==> src/design/modulo_timer_pkg.sv <==
// Purpose: shared constants of the modulo counter with capture
// Assumes: axi4-lite slave, 32-bit data, byte registers in the low bits
// Notes:   offsets are byte addresses
package modulo_timer_pkg;
  localparam int          AW            = 8;
  localparam logic [7:0]  OFF_STATUS    = 8'h00;
  localparam logic [7:0]  OFF_CNT_HI    = 8'h04;
  localparam logic [7:0]  OFF_CNT_LO    = 8'h08;
  localparam logic [7:0]  OFF_MOD_HI    = 8'h0c;
  localparam logic [7:0]  OFF_MOD_LO    = 8'h10;
  localparam logic [7:0]  OFF_CH_BASE   = 8'h20;
  localparam logic [7:0]  OFF_CAP_BASE  = 8'h40;
  localparam logic [7:0]  CH_STRIDE     = 8'h04;
  localparam logic [7:0]  CAP_STRIDE    = 8'h08;
  localparam logic [7:0]  CAP_LO_OFS    = 8'h04;
  localparam int          BIT_FLAG      = 7;
  localparam int          BIT_IE        = 6;
  localparam int          BIT_HALT      = 5;
  localparam int          BIT_CRST      = 4;
  localparam int          SEL_MSB       = 2;
  localparam int          EDGE_LSB      = 2;
  localparam logic [2:0]  SEL_EXT       = 3'h7;
  localparam logic [2:0]  SEL_RESET     = 3'h0;
  localparam logic        HALT_RESET    = 1'h1;
  localparam logic [15:0] MOD_RESET     = 16'hffff;
  localparam logic [1:0]  EDGE_OFF      = 2'h0;
  localparam logic [1:0]  EDGE_RISE     = 2'h1;
  localparam logic [1:0]  EDGE_FALL     = 2'h2;
  localparam logic [1:0]  EDGE_ANY      = 2'h3;
  localparam logic [1:0]  RESP_OKAY     = 2'h0;
  localparam logic [1:0]  RESP_SLVERR   = 2'h2;
  localparam int          PRESC_W       = 6;
endpackage
==> src/design/modulo_counter_with_capture.sv <==
// Purpose: 16-bit modulo counter, prescaler, overflow flag, input capture
// Assumes: one bus clock aclk, synchronous active-low aresetn
// Notes:   pins pass two flops before use; capture flags not included
`timescale 1ns/1ps
// Function
// - clock_select picks bus clock, divide by 2..64, or synced external clock.
// - changing selection while running may add one extra count.
// - reset halts the counter and selects the undivided bus clock.
// - clearing the halt after reset counts up from zero.
// - match with modulo sets overflow flag; next count returns to zero.
// - interrupt request while overflow flag and enable set and no modulo low write pending; reset clears enable.
// - flag clears only by status read with flag set then zero write.
// - overflow between that read and write keeps the flag set.
// - halt bit is read/write, holds counter, reset sets it.
// - halt gates the prescaler so its phase is kept.
// - counter-reset bit clears counter and prescaler, reads zero.
// - halt plus counter-reset in one write leaves counter at zero.
// - count bytes are read-only, reads never disturb, reset gives zero.
// - high byte read freezes low copy until low byte read.
// - modulo high write suppresses overflow until modulo low written.
// - modulo is read/write and resets to all ones.
// - modulo zero sets flag only on first match cycle.
// - each channel latches the counter on its selected pin event, except between its capture high byte read and low byte read.
// - each channel selects rising, falling, either edge, or disabled.
// - edge field 00 off, 01 rising, 10 falling, 11 either.
// - channels are independent and may capture the same value.
module modulo_counter_with_capture
  import modulo_timer_pkg::*;
#(
  parameter int NCH = 4
) (
  input  wire logic             aclk,
  input  wire logic             aresetn,
  input  wire logic [AW-1:0]    awaddr,
  input  wire logic [2:0]       awprot,
  input  wire logic             awvalid,
  output logic                  awready,
  input  wire logic [31:0]      wdata,
  input  wire logic [3:0]       wstrb,
  input  wire logic             wvalid,
  output logic                  wready,
  output logic [1:0]            bresp,
  output logic                  bvalid,
  input  wire logic             bready,
  input  wire logic [AW-1:0]    araddr,
  input  wire logic [2:0]       arprot,
  input  wire logic             arvalid,
  output logic                  arready,
  output logic [31:0]           rdata,
  output logic [1:0]            rresp,
  output logic                  rvalid,
  input  wire logic             rready,
  input  wire logic             external_count_clock,
  input  wire logic [NCH-1:0]   capture_pin,
  output logic                  overflow_irq
);

  function automatic logic tap_hit(input logic [2:0] sel, input logic [PRESC_W-1:0] p);
    logic [PRESC_W-1:0] mask;
    mask = PRESC_W'((7'h1 << sel) - 7'h1);
    return &(p | ~mask);
  endfunction

  function automatic logic edge_hit(input logic [1:0] mode, input logic now, input logic was);
    logic rise;
    logic fall;
    rise = now && !was;
    fall = !now && was;
    case (mode)
      EDGE_RISE: return rise;
      EDGE_FALL: return fall;
      EDGE_ANY:  return rise || fall;
      default:   return 1'b0;
    endcase
  endfunction

  logic               awready_r, awready_nxt;
  logic               bvalid_r, bvalid_nxt;
  logic [1:0]         bresp_r, bresp_nxt;
  logic               arready_r, arready_nxt;
  logic               rvalid_r, rvalid_nxt;
  logic [31:0]        rdata_r, rdata_nxt;
  logic [1:0]         rresp_r, rresp_nxt;
  logic               aw_take, ar_take;
  logic               wr_hit, rd_hit;
  logic [7:0]         rd_byte;

  logic [2:0]         sel_r, sel_nxt;
  logic               halt_r, halt_nxt;
  logic               ie_r, ie_nxt;
  logic               flag_r, flag_nxt;
  logic               armed_r, armed_nxt;
  logic [PRESC_W-1:0] presc_r, presc_nxt;
  logic [15:0]        cnt_r, cnt_nxt;
  logic [15:0]        mod_r, mod_nxt;
  logic               mod_pend_r, mod_pend_nxt;
  logic               zhit_r, zhit_nxt;
  logic [7:0]         lat_lo_r, lat_lo_nxt;
  logic               lat_v_r, lat_v_nxt;
  logic               irq_r, irq_nxt;
  logic [1:0]         edge_r [NCH];
  logic [1:0]         edge_nxt [NCH];
  logic [15:0]        cap_r [NCH];
  logic [15:0]        cap_nxt [NCH];
  logic [NCH-1:0]     inhib_r, inhib_nxt;
  logic [NCH-1:0]     cap_ev;

  logic               ext_s1, ext_s2, ext_s3;
  logic [NCH-1:0]     pin_s1, pin_s2, pin_s3;
  logic               tick, ov_set, crst, wr, rd;
  logic [15:0]        cnt_step;
  logic [7:0]         wa, ra, wd;

  assign awready      = awready_r;
  assign wready       = awready_r;
  assign bvalid       = bvalid_r;
  assign bresp        = bresp_r;
  assign arready      = arready_r;
  assign rvalid       = rvalid_r;
  assign rdata        = rdata_r;
  assign rresp        = rresp_r;
  assign overflow_irq = irq_r;

  // pin synchronisers; stage one feeds only stage two
  always_ff @(posedge aclk) begin
    if (!aresetn) begin
      ext_s1 <= 1'b0;
      ext_s2 <= 1'b0;
      ext_s3 <= 1'b0;
      pin_s1 <= '0;
      pin_s2 <= '0;
      pin_s3 <= '0;
    end else begin
      ext_s1 <= external_count_clock;
      ext_s2 <= ext_s1;
      ext_s3 <= ext_s2;
      pin_s1 <= capture_pin;
      pin_s2 <= pin_s1;
      pin_s3 <= pin_s2;
    end
  end

  assign wa = awaddr;
  assign ra = araddr;
  assign wd = wdata[7:0];
  assign aw_take = awready_r && awvalid && wvalid;
  assign ar_take = arready_r && arvalid;
  assign wr = aw_take && wstrb[0] && wr_hit;
  assign rd = ar_take && rd_hit;

  // address decode and read mux
  always_comb begin
    rd_hit  = 1'b1;
    rd_byte = 8'h00;
    wr_hit  = (wa == OFF_STATUS) || (wa == OFF_MOD_HI) || (wa == OFF_MOD_LO);
    case (ra)
      OFF_STATUS: rd_byte = {flag_r, ie_r, halt_r, 2'h0, sel_r};
      OFF_CNT_HI: rd_byte = cnt_r[15:8];
      OFF_CNT_LO: rd_byte = lat_v_r ? lat_lo_r : cnt_r[7:0];
      OFF_MOD_HI: rd_byte = mod_r[15:8];
      OFF_MOD_LO: rd_byte = mod_r[7:0];
      default:    rd_hit  = 1'b0;
    endcase
    for (int c = 0; c < NCH; c++) begin
      if (wa == OFF_CH_BASE + 8'(c) * CH_STRIDE) begin
        wr_hit = 1'b1;
      end
      if (ra == OFF_CH_BASE + 8'(c) * CH_STRIDE) begin
        rd_hit  = 1'b1;
        rd_byte = {4'h0, edge_r[c], 2'h0};
      end
      if (ra == OFF_CAP_BASE + 8'(c) * CAP_STRIDE) begin
        rd_hit  = 1'b1;
        rd_byte = cap_r[c][15:8];
      end
      if (ra == OFF_CAP_BASE + 8'(c) * CAP_STRIDE + CAP_LO_OFS) begin
        rd_hit  = 1'b1;
        rd_byte = cap_r[c][7:0];
      end
    end
  end

  // bus handshake; write address and data are taken together
  always_comb begin
    awready_nxt = !awready_r && awvalid && wvalid && !bvalid_r;
    bvalid_nxt  = aw_take || (bvalid_r && !bready);
    bresp_nxt   = aw_take ? (wr_hit ? RESP_OKAY : RESP_SLVERR) : bresp_r;
    arready_nxt = !arready_r && arvalid && !rvalid_r;
    rvalid_nxt  = ar_take || (rvalid_r && !rready);
    rdata_nxt   = ar_take ? {24'h0, rd_byte} : rdata_r;
    rresp_nxt   = ar_take ? (rd_hit ? RESP_OKAY : RESP_SLVERR) : rresp_r;
  end

  always_ff @(posedge aclk) begin
    if (!aresetn) begin
      awready_r <= 1'b0;
      bvalid_r  <= 1'b0;
      bresp_r   <= RESP_OKAY;
      arready_r <= 1'b0;
      rvalid_r  <= 1'b0;
      rdata_r   <= 32'h0;
      rresp_r   <= RESP_OKAY;
    end else begin
      awready_r <= awready_nxt;
      bvalid_r  <= bvalid_nxt;
      bresp_r   <= bresp_nxt;
      arready_r <= arready_nxt;
      rvalid_r  <= rvalid_nxt;
      rdata_r   <= rdata_nxt;
      rresp_r   <= rresp_nxt;
    end
  end

  // a switch of clock_select may land on a high tap and count once more
  assign tick = !halt_r && (sel_r == SEL_EXT ? (ext_s2 && !ext_s3) : tap_hit(sel_r, presc_r));
  assign cnt_step = (cnt_r == mod_r) ? 16'h0 : cnt_r + 16'h1;
  // modulo zero flags on its first match only; zhit_r blocks the repeats
  assign ov_set = tick && !mod_pend_r && ((cnt_step == mod_r && cnt_r != mod_r) ||
                  (cnt_r == 16'h0 && mod_r == 16'h0 && !zhit_r));
  assign crst = wr && wa == OFF_STATUS && wd[BIT_CRST];

  always_comb begin
    sel_nxt      = sel_r;
    halt_nxt     = halt_r;
    ie_nxt       = ie_r;
    flag_nxt     = flag_r;
    armed_nxt    = armed_r;
    presc_nxt    = halt_r ? presc_r : presc_r + PRESC_W'(1);
    cnt_nxt      = tick ? cnt_step : cnt_r;
    mod_nxt      = mod_r;
    mod_pend_nxt = mod_pend_r;
    lat_lo_nxt   = lat_lo_r;
    lat_v_nxt    = lat_v_r;
    inhib_nxt    = inhib_r;
    for (int c = 0; c < NCH; c++) begin
      edge_nxt[c] = edge_r[c];
      cap_nxt[c]  = cap_r[c];
      cap_ev[c]   = edge_hit(edge_r[c], pin_s2[c], pin_s3[c]);
      if (cap_ev[c] && !inhib_r[c]) begin
        cap_nxt[c] = cnt_r;
      end
      if (wr && wa == OFF_CH_BASE + 8'(c) * CH_STRIDE) begin
        edge_nxt[c] = wd[EDGE_LSB+1:EDGE_LSB];
      end
      if (rd && ra == OFF_CAP_BASE + 8'(c) * CAP_STRIDE) begin
        inhib_nxt[c] = 1'b1;
      end
      if (rd && ra == OFF_CAP_BASE + 8'(c) * CAP_STRIDE + CAP_LO_OFS) begin
        inhib_nxt[c] = 1'b0;
      end
    end
    if (rd && ra == OFF_STATUS && flag_r) begin
      armed_nxt = 1'b1;
    end
    if (wr && wa == OFF_STATUS) begin
      ie_nxt   = wd[BIT_IE];
      halt_nxt = wd[BIT_HALT];
      sel_nxt  = wd[SEL_MSB:0];
      if (!wd[BIT_FLAG] && armed_r) begin
        flag_nxt = 1'b0;
      end
      armed_nxt = 1'b0;
    end
    if (rd && ra == OFF_CNT_HI && !lat_v_r) begin
      lat_lo_nxt = cnt_r[7:0];
      lat_v_nxt  = 1'b1;
    end
    if (rd && ra == OFF_CNT_LO) begin
      lat_v_nxt = 1'b0;
    end
    if (wr && wa == OFF_MOD_HI) begin
      mod_nxt[15:8] = wd;
      mod_pend_nxt  = 1'b1;
    end
    if (wr && wa == OFF_MOD_LO) begin
      mod_nxt[7:0] = wd;
      mod_pend_nxt = 1'b0;
    end
    if (crst) begin
      cnt_nxt   = 16'h0;
      presc_nxt = '0;
      lat_v_nxt = 1'b0;
    end
    // set wins over a pending clear
    if (ov_set) begin
      flag_nxt  = 1'b1;
      armed_nxt = 1'b0;
    end
    irq_nxt = flag_nxt && ie_nxt && !mod_pend_nxt;
    zhit_nxt = (zhit_r || ov_set) && !crst && !(wr && (wa == OFF_MOD_HI || wa == OFF_MOD_LO));
  end

  always_ff @(posedge aclk) begin
    if (!aresetn) begin
      sel_r      <= SEL_RESET;
      halt_r     <= HALT_RESET;
      ie_r       <= 1'b0;
      flag_r     <= 1'b0;
      armed_r    <= 1'b0;
      presc_r    <= '0;
      cnt_r      <= 16'h0;
      mod_r      <= MOD_RESET;
      mod_pend_r <= 1'b0;
      zhit_r     <= 1'b0;
      lat_lo_r   <= 8'h0;
      lat_v_r    <= 1'b0;
      irq_r      <= 1'b0;
      inhib_r    <= '0;
      for (int c = 0; c < NCH; c++) begin
        edge_r[c] <= EDGE_OFF;
        cap_r[c]  <= 16'h0;
      end
    end else begin
      sel_r      <= sel_nxt;
      halt_r     <= halt_nxt;
      ie_r       <= ie_nxt;
      flag_r     <= flag_nxt;
      armed_r    <= armed_nxt;
      presc_r    <= presc_nxt;
      cnt_r      <= cnt_nxt;
      mod_r      <= mod_nxt;
      mod_pend_r <= mod_pend_nxt;
      zhit_r     <= zhit_nxt;
      lat_lo_r   <= lat_lo_nxt;
      lat_v_r    <= lat_v_nxt;
      irq_r      <= irq_nxt;
      inhib_r    <= inhib_nxt;
      for (int c = 0; c < NCH; c++) begin
        edge_r[c] <= edge_nxt[c];
        cap_r[c]  <= cap_nxt[c];
      end
    end
  end
endmodule

==> config.mk <==
export PLATFORM = sky130hd
export DESIGN_NAME = modulo_counter_with_capture
export DESIGN_NICKNAME = d
export VERILOG_FILES = /design/src/design/modulo_timer_pkg.sv /design/src/design/modulo_counter_with_capture.sv
export SDC_FILE = /design/constraint.sdc
export NUM_CORES = 1
export LEC_CHECK = 0
export BUFFER_PORTS_ARGS = -buffer_cell sky130_fd_sc_hd__buf_4
export CELL_PAD_IN_SITES_DETAIL_PLACEMENT = 0
export CELL_PAD_IN_SITES_GLOBAL_PLACEMENT = 2
export CORE_UTILIZATION = 35
export DETAILED_ROUTE_END_ITERATION = 8
export PLACE_DENSITY = 0.91
export SLEW_MARGIN = 20
export SYNTH_ARGS = -nofsm -noshare
export SYNTH_HDL_FRONTEND = slang
export SYNTH_SLANG_ARGS = --single-unit
==> constraint.sdc <==
create_clock -name aclk -period 3.98 [get_ports aclk]
set_clock_uncertainty 0.1 [all_clocks]
set_input_delay 0.995 -clock aclk [delete_from_list [all_inputs] [get_ports aclk]]
set_output_delay 0.995 -clock aclk [all_outputs]
set_load 0.01 [all_outputs]
Yosys cells after proc, flatten, opt, wreduce, memory -nomap -nowiden
Memories as Yosys holds them, arrays and structs flattened.
Cells that the tools add are included.

operators by class
  shift-type cells = 1
  reductions and logical operators = 110
  muxes and demuxes = 63
  bitwise logic cells = 11
  equality and inequality tests = 38
  add/sub/neg operators = 3

operators with widths
  kind                                            number
  two-way mux 16 bit                              9
  two-way mux 8 bit                               13
  == test 8 x 6 -> 1 bit (second input constant)  8
  == test 8 x 7 -> 1 bit (second input constant)  8
  logical AND 1 bit                               59
  case mux 8 bit (5 select lines)                 1
  == test 16 bit                                  2
  logical NOT 16 bit                              2
  logical NOT 1 bit                               27
  two-way mux 1 bit                               26
  == test 8 x 4 -> 1 bit (second input constant)  3
  two-way mux 2 bit                               10
  adder 16 x 1 -> 16 bit (second input constant)  1
  == test 2 bit (second input constant)           8
  == test 8 x 5 -> 1 bit (second input constant)  2
  logical NOT 8 bit                               2
  != test 16 bit                                  1
  case mux 1 bit (3 select lines)                 4
  logical OR 1 bit                                11
  OR reduction 2 bit                              5
  == test 2 x 1 -> 1 bit (second input constant)  4
  == test 8 x 3 -> 1 bit (second input constant)  1
  OR 1 bit                                        8
  adder 6 x 1 -> 6 bit (second input constant)    1
  other kinds (9)                                 10

storage, ports and cells
  register bits = 92
  logic and storage cells = 259
  bits of input ports = 70
  memories = 2
  memory bits (writable) = 72
  output and inout bits = 42

memories
  name    depth  bits a word  read ports  clocked after Yosys merged registers in  wr ports  line                                source
  cap_r   4      16           4           0                                        4         modulo_counter_with_capture.sv:103  logic [15:0] cap_r [NCH];
  edge_r  4      2            4           0                                        4         modulo_counter_with_capture.sv:101  logic [1:0] edge_r [NCH];

Depth between registers and ports, before layout
  depth after elaboration = 18
  depth in mapped cells = 13
  depth with buffers taken out = 11

Worst setup path after synthesis
Ideal clock, no wire load.

  kind = input-to-reg
  start point = in araddr[3]
  end point = reg lat_lo_r[0]
  slack = 683 ps
  setup time = 116 ps
  arrival time = 3081 ps
  cell stages on the path = 8
  data required time = 3764 ps
  cell sequence = clkbuf_1 > nor3_1 > and2_1 > clkbuf_1 > nand3_1 > nor2_1 > mux2i_1 > nor2b_1

between the ends
  word-level cells in the longest chain between the ends = 18
  elaborated cells between the ends (all ways) = 34
  those cells by class = 16 x eq/ne; 13 x mux; 5 x reduce/logical

ends and longest elaborated chain
  element                                         line                                                                    source
  start: declaration                              modulo_counter_with_capture.sv:45                                       input wire logic [AW-1:0] araddr,
  == test 8 x 3 -> 1 bit (tied with other cells)  modulo_counter_with_capture.sv:156, modulo_counter_with_capture.sv:264
  OR reduction 5 bit (no line)                    -
  two-way mux 1 bit                               modulo_counter_with_capture.sv:156                                      case (ra)
  two-way mux 1 bit                               modulo_counter_with_capture.sv:168                                      if (ra == OFF_CH_BASE + 8'(c) * CH_STRIDE) begin
  two-way mux 1 bit                               modulo_counter_with_capture.sv:172                                      if (ra == OFF_CAP_BASE + 8'(c) * CAP_STRIDE) begin
  two-way mux 1 bit                               modulo_counter_with_capture.sv:176                                      if (ra == OFF_CAP_BASE + 8'(c) * CAP_STRIDE + CAP_LO_OFS) begin
  two-way mux 1 bit                               modulo_counter_with_capture.sv:168
  two-way mux 1 bit                               modulo_counter_with_capture.sv:172
  two-way mux 1 bit                               modulo_counter_with_capture.sv:176
  two-way mux 1 bit                               modulo_counter_with_capture.sv:168
  two-way mux 1 bit                               modulo_counter_with_capture.sv:172
  two-way mux 1 bit                               modulo_counter_with_capture.sv:176
  two-way mux 1 bit                               modulo_counter_with_capture.sv:168
  two-way mux 1 bit                               modulo_counter_with_capture.sv:172
  two-way mux 1 bit                               modulo_counter_with_capture.sv:176
  logical AND 1 bit                               modulo_counter_with_capture.sv:149                                      assign rd = ar_take && rd_hit;
  logical AND 1 bit (*) (2 in a row)              modulo_counter_with_capture.sv:264                                      if (rd && ra == OFF_CNT_HI && !lat_v_r) begin
  end signal: assignment                          modulo_counter_with_capture.sv:324                                      lat_lo_r <= lat_lo_nxt;
  end: declaration                                modulo_counter_with_capture.sv:98                                       logic [7:0] lat_lo_r, lat_lo_nxt;

Every way passes the cells marked *; elsewhere a longest branch is shown, timed or not.
A chain may end at the register's enable or synchronous reset.

Worst setup path after layout
  start point = reg cnt_r[0]
  end point = reg irq_r (netlist: overflow_irq)

between the ends
  word-level cells in the longest chain between the ends = 9
  elaborated cells between the ends (all ways) = 14
  those cells by class = 1 x add/sub; 3 x eq/ne; 2 x mux; 8 x reduce/logical

ends and longest elaborated chain
  element                                                          line                                source
  start: declaration                                               modulo_counter_with_capture.sv:94   logic [15:0] cnt_r, cnt_nxt;
  start signal: assignment                                         modulo_counter_with_capture.sv:320  cnt_r <= cnt_nxt;
  adder 16 x 1 -> 16 bit / == test 16 bit (equally long branches)  modulo_counter_with_capture.sv:216  assign cnt_step = (cnt_r == mod_r) ? 16'h0 : cnt_r + 16'h1;
  two-way mux 16 bit                                               modulo_counter_with_capture.sv:216
  == test 16 bit                                                   modulo_counter_with_capture.sv:218  assign ov_set = tick && !mod_pend_r && ((cnt_step == mod_r && cnt_r != mod_r) ||
  logical AND 1 bit                                                modulo_counter_with_capture.sv:218
  logical OR 1 bit (*)                                             modulo_counter_with_capture.sv:218
  logical AND 1 bit (*)                                            modulo_counter_with_capture.sv:218
  two-way mux 1 bit (*)                                            modulo_counter_with_capture.sv:285  if (ov_set) begin
  logical AND 1 bit (*) (2 in a row)                               modulo_counter_with_capture.sv:289  irq_nxt = flag_nxt && ie_nxt && !mod_pend_nxt;
  end signal: assignment                                           modulo_counter_with_capture.sv:326  irq_r <= irq_nxt;
  end: declaration                                                 modulo_counter_with_capture.sv:100  logic irq_r, irq_nxt;

Marks and branches as above.

==> flow_metrics.py <==
metrics = {
    "die": {
        "die_area_um2": 25530,
        "die_w_um": 159.8,
        "num_io_pins": 112,
        "start_util_pct": 35.72,
        "coreArea_um2": 24390,
        "chipHeight_um": 159.8,
        "rows": 57,
    },
    "drt": {
        "drc": 0,
        "wl_per_cell_um": 17.68,
        "ant_nets": 0,
        "vias_per_cell": 5.289,
        "num_vias": 7458,
        "routed_wl_mm": 24.93,
        "drt-initial-drc-count": 559,
        "firstDrtPassIters": 5,
    },
    "final_layout": {
        "drive_gt1_share_pct": 12.62,
        "multiInputGateArea_um2": 5045,
        "stdcell_area_um2": 10050,
        "regArea_um2": 3243,
        "antenna_cells": 0,
        "nFillCells": 2514,
        "area_growth_pct": 15.32,
        "final_nets": 1155,
    },
    "synth": {
        "synth-seq-cells": 162,
        "synth-async-reset-ratio_pct": 0,
        "synth.distinct_cells": 73,
        "synth_compound_area_share_pct": 12.25,
        "synthAdderAreaFrac_pct": 1.723,
        "synth_top_family_by_area": "simple AND/OR/NAND/NOR gates",
        "synthSimpleGateAreaFrac_pct": 26.28,
        "syn_area_um2": 8712,
        "synth-edff-count": 0,
        "synth_warnings": 0,
        "yosys.area_share.xor_xnor_pct": 4.452,
        "synth_mux_area_share_pct": 11.81,
        "yosysSeqAreaShare_pct": 37.23,
        "syn_area_per_cell_um2": 8.426,
        "synth_flop_cell": "dfxtp_1",
        "synth_cells": 1034,
    },
    "clocking": {
        "cts_buffers": 17,
        "cts.sinks": 162,
        "ctsResizeCount": 0,
        "cts-root-buf": "clkbuf_16",
        "clkTransAtPathRegs_ps": 70,
        "post-cts-setup-buffers": 0,
        "cts_tree": "done",
        "cts_htree_levels": 4,
        "clock_latency_ps": 430,
        "cts_buffer_depth": 2,
        "postCtsHoldBufs": 0,
    },
    "sta": {
        "worst_pin_slew_ps": 1097,
        "fin_crit_sh_pct": 85.71,
        "timing.final.hold_violations": 0,
        "fin_tns_setup_ps": 0,
        "setup_viol": 0,
        "min_period_ps": 3411,
        "max-slew-margin-rel_pct": 26.80,
        "rsz0062_at_grt": "false",
        "fmax_ghz": 0.2931,
        "drv_slew": 0,
    },
    "critical_path": {
        "crit_slowest_cell": "or4_1",
        "cp.required_ps": 4220,
        "max_stage_delay_ps": 580,
        "worst_setup_path_end_kind": "flip-flop",
        "path_class": "flip-flop to flip-flop",
        "cp_data_arrival_time_ps": 3650,
        "startpoint_type": "flip-flop",
        "critPathMaxFanout": 7,
        "critical_path.cell_chain": "ha_1 -> nand3_1 -> nor4_2 -> buf_4 -> xor2_1 -> or4b_1 -> a21o_1 -> a32o_1 -> or4_1 -> a21oi_1",
    },
    "global_routing": {
        "antenna_found_initial": 0,
        "grt_use_total_pct": 19.60,
        "grt_pass1_vias": 7005,
        "grt_overflow": 0,
        "grt_max_degree": 53,
        "grt_pass1_wl_mm": 39.34,
    },
    "power": {
        "p_total_uw": 3473,
        "power_leakage_uw": 0.003620,
        "vdd_ir_drop_max_mv": 0.2301,
        "p_per_area_nw_per_um2": 345.7,
    },
    "flow_run": {
        "cap_viol_max_count": 0,
    },
    "placement": {
        "hpwl_mm": 17.32,
        "place_area_um2": 9454,
        "gp_congestion": 0.8373,
        "port_buffers": 52,
    },
    "worst_hold_path": {
        "min-delay-path-class": "flip-flop to flip-flop",
    },
    "status": {
        "outcome": "completed",
    },
}
-- logic make-up after synthesis --
| kind of cell | after synthesis |
|---|---|
| buffers and inverters | 117 |
| xor gates and xnor gates | 41 |
| muxes | 100 |
| DFF | 162 |
| and+or+nand+nor | 443 |
| AOI/OAI and AO/OA | 158 |
| adders and majority gates | 12 |
| other | 1 |
-- Yosys cell counts, types with 4 or more instances --
cell	number	area share, %
and2_1	23	1.7
o211ai_1	6	0.52
nand3b_1	6	0.52
inv_1	20	0.86
nand4_1	16	1.1
o221ai_1	6	0.60
or3_1	10	0.72
xor2_1	9	0.90
xnor2_1	30	3.0
a211oi_1	4	0.34
nor2b_1	89	6.4
nor3_1	11	0.63
mux2i_1	96	11
nand2_1	111	4.8
clkbuf_1	66	2.8
a22oi_1	12	1.0
a222oi_1	5	0.57
buf_4	27	2.3
a31oi_1	8	0.57
a21oi_1	31	1.8
nor2_1	94	4.0
nor4_1	14	1.0
o21ai_0	36	2.1
nand2b_1	5	0.36
nand3_1	33	1.9
a21boi_0	10	0.86
nor4b_1	4	0.40
a221oi_1	7	0.70
ha_1	12	1.7
and3_1	5	0.36
nor3b_1	4	0.34
or4b_1	4	0.46
dfxtp_1	162	37
-- metal layers --
metal	global-route usage (%)	wire length [µm]	vias to the layer above
met3	3.325	1372	25
met5	0	0	-
met4	5.931	387	0
met1	27.66	12140	3595
li1	-	-	3630
met2	30.43	11040	208
-- stage by stage --
stage               cells  setup slack (ps)  utilization [%]  hold WS, ps
detailed placement   1378             617.8            38.76        322.7
floorplan            1059             682.9                -        311.9
global route         1410             367.2            41.19        345.9
finish               1410             568.8            41.19        334.7
global placement     1378             615.7            38.74        314.1
CTS                  1410             595.3            41.17        340.3
-- final cells by class --
type | count | share of cell area (%)
Clock buffer | 18 | 4.371
Clock inverter | 14 | 1.482
Inverter | 20 | 0.7472
Multi-Input combinational cell | 780 | 50.21
Sequential cell | 162 | 32.28
Tap cell | 324 | 4.035
Timing Repair Buffer | 92 | 6.874
-- power breakdown --
group / internal [µW] / switching, µW / leakage (µW)
Sequential: 1630 / 6.28 / 0.00131
Combinational: 73.6 / 104 / 0.00202
Clock: 902 / 756 / 0.000291
Total: 2610 / 866 / 0.00362
-- cell usage in the layout, fill, tap and decap left out, drive strengths merged, types with 11 or more instances in the layout --
| cell | count |
|---|---|
| buf | 92 |
| nand4 | 17 |
| inv | 26 |
| ha | 12 |
| and2 | 23 |
| nand3 | 33 |
| clkbuf | 18 |
| o21ai | 37 |
| or3 | 12 |
| conb | 26 |
| mux2i | 96 |
| nor4 | 15 |
| a21oi | 31 |
| xnor2 | 30 |
| nor3 | 11 |
| nor2b | 89 |
| a21boi | 12 |
| nand2 | 111 |
| a22oi | 12 |
| nor2 | 94 |
| dfxtp | 162 |
-- registers in the layout, indices dropped and copies added, names as in the netlist, 3 cells and up --
| name | cells |
|---|---|
| presc_r | 6 |
| pin_s1 | 4 |
| mod_r | 16 |
| sel_r | 3 |
| cap_r | 64 |
| edge_r | 8 |
| pin_s3 | 4 |
| cnt_r | 16 |
| pin_s2 | 4 |
| lat_lo_r | 8 |
| inhib_r | 4 |
| rdata | 8 |
-- path summary, 6_finish.rpt --
path                   from            to  slack [ps]  depth (start not counted)
setup / recovery   cnt_r[0]  overflow_irq         570                         10
hold / removal    pin_s1[0]     pin_s2[0]         330                          1
setup reg to reg   cnt_r[0]  overflow_irq         570                         10
hold reg to reg   pin_s1[0]     pin_s2[0]         330                          1
-- critical path, delay by kind of cell (launching register included) --
family | cells | cell delay (ps)
DFF | 1 | 390
and+or+nand+nor | 4 | 1520
adders and majority gates | 1 | 330
buffers and inverters | 1 | 180
xor gates and xnor gates | 1 | 170
AOI/OAI and AO/OA | 3 | 620
Note: power is estimated with default switching activity, not from simulation.
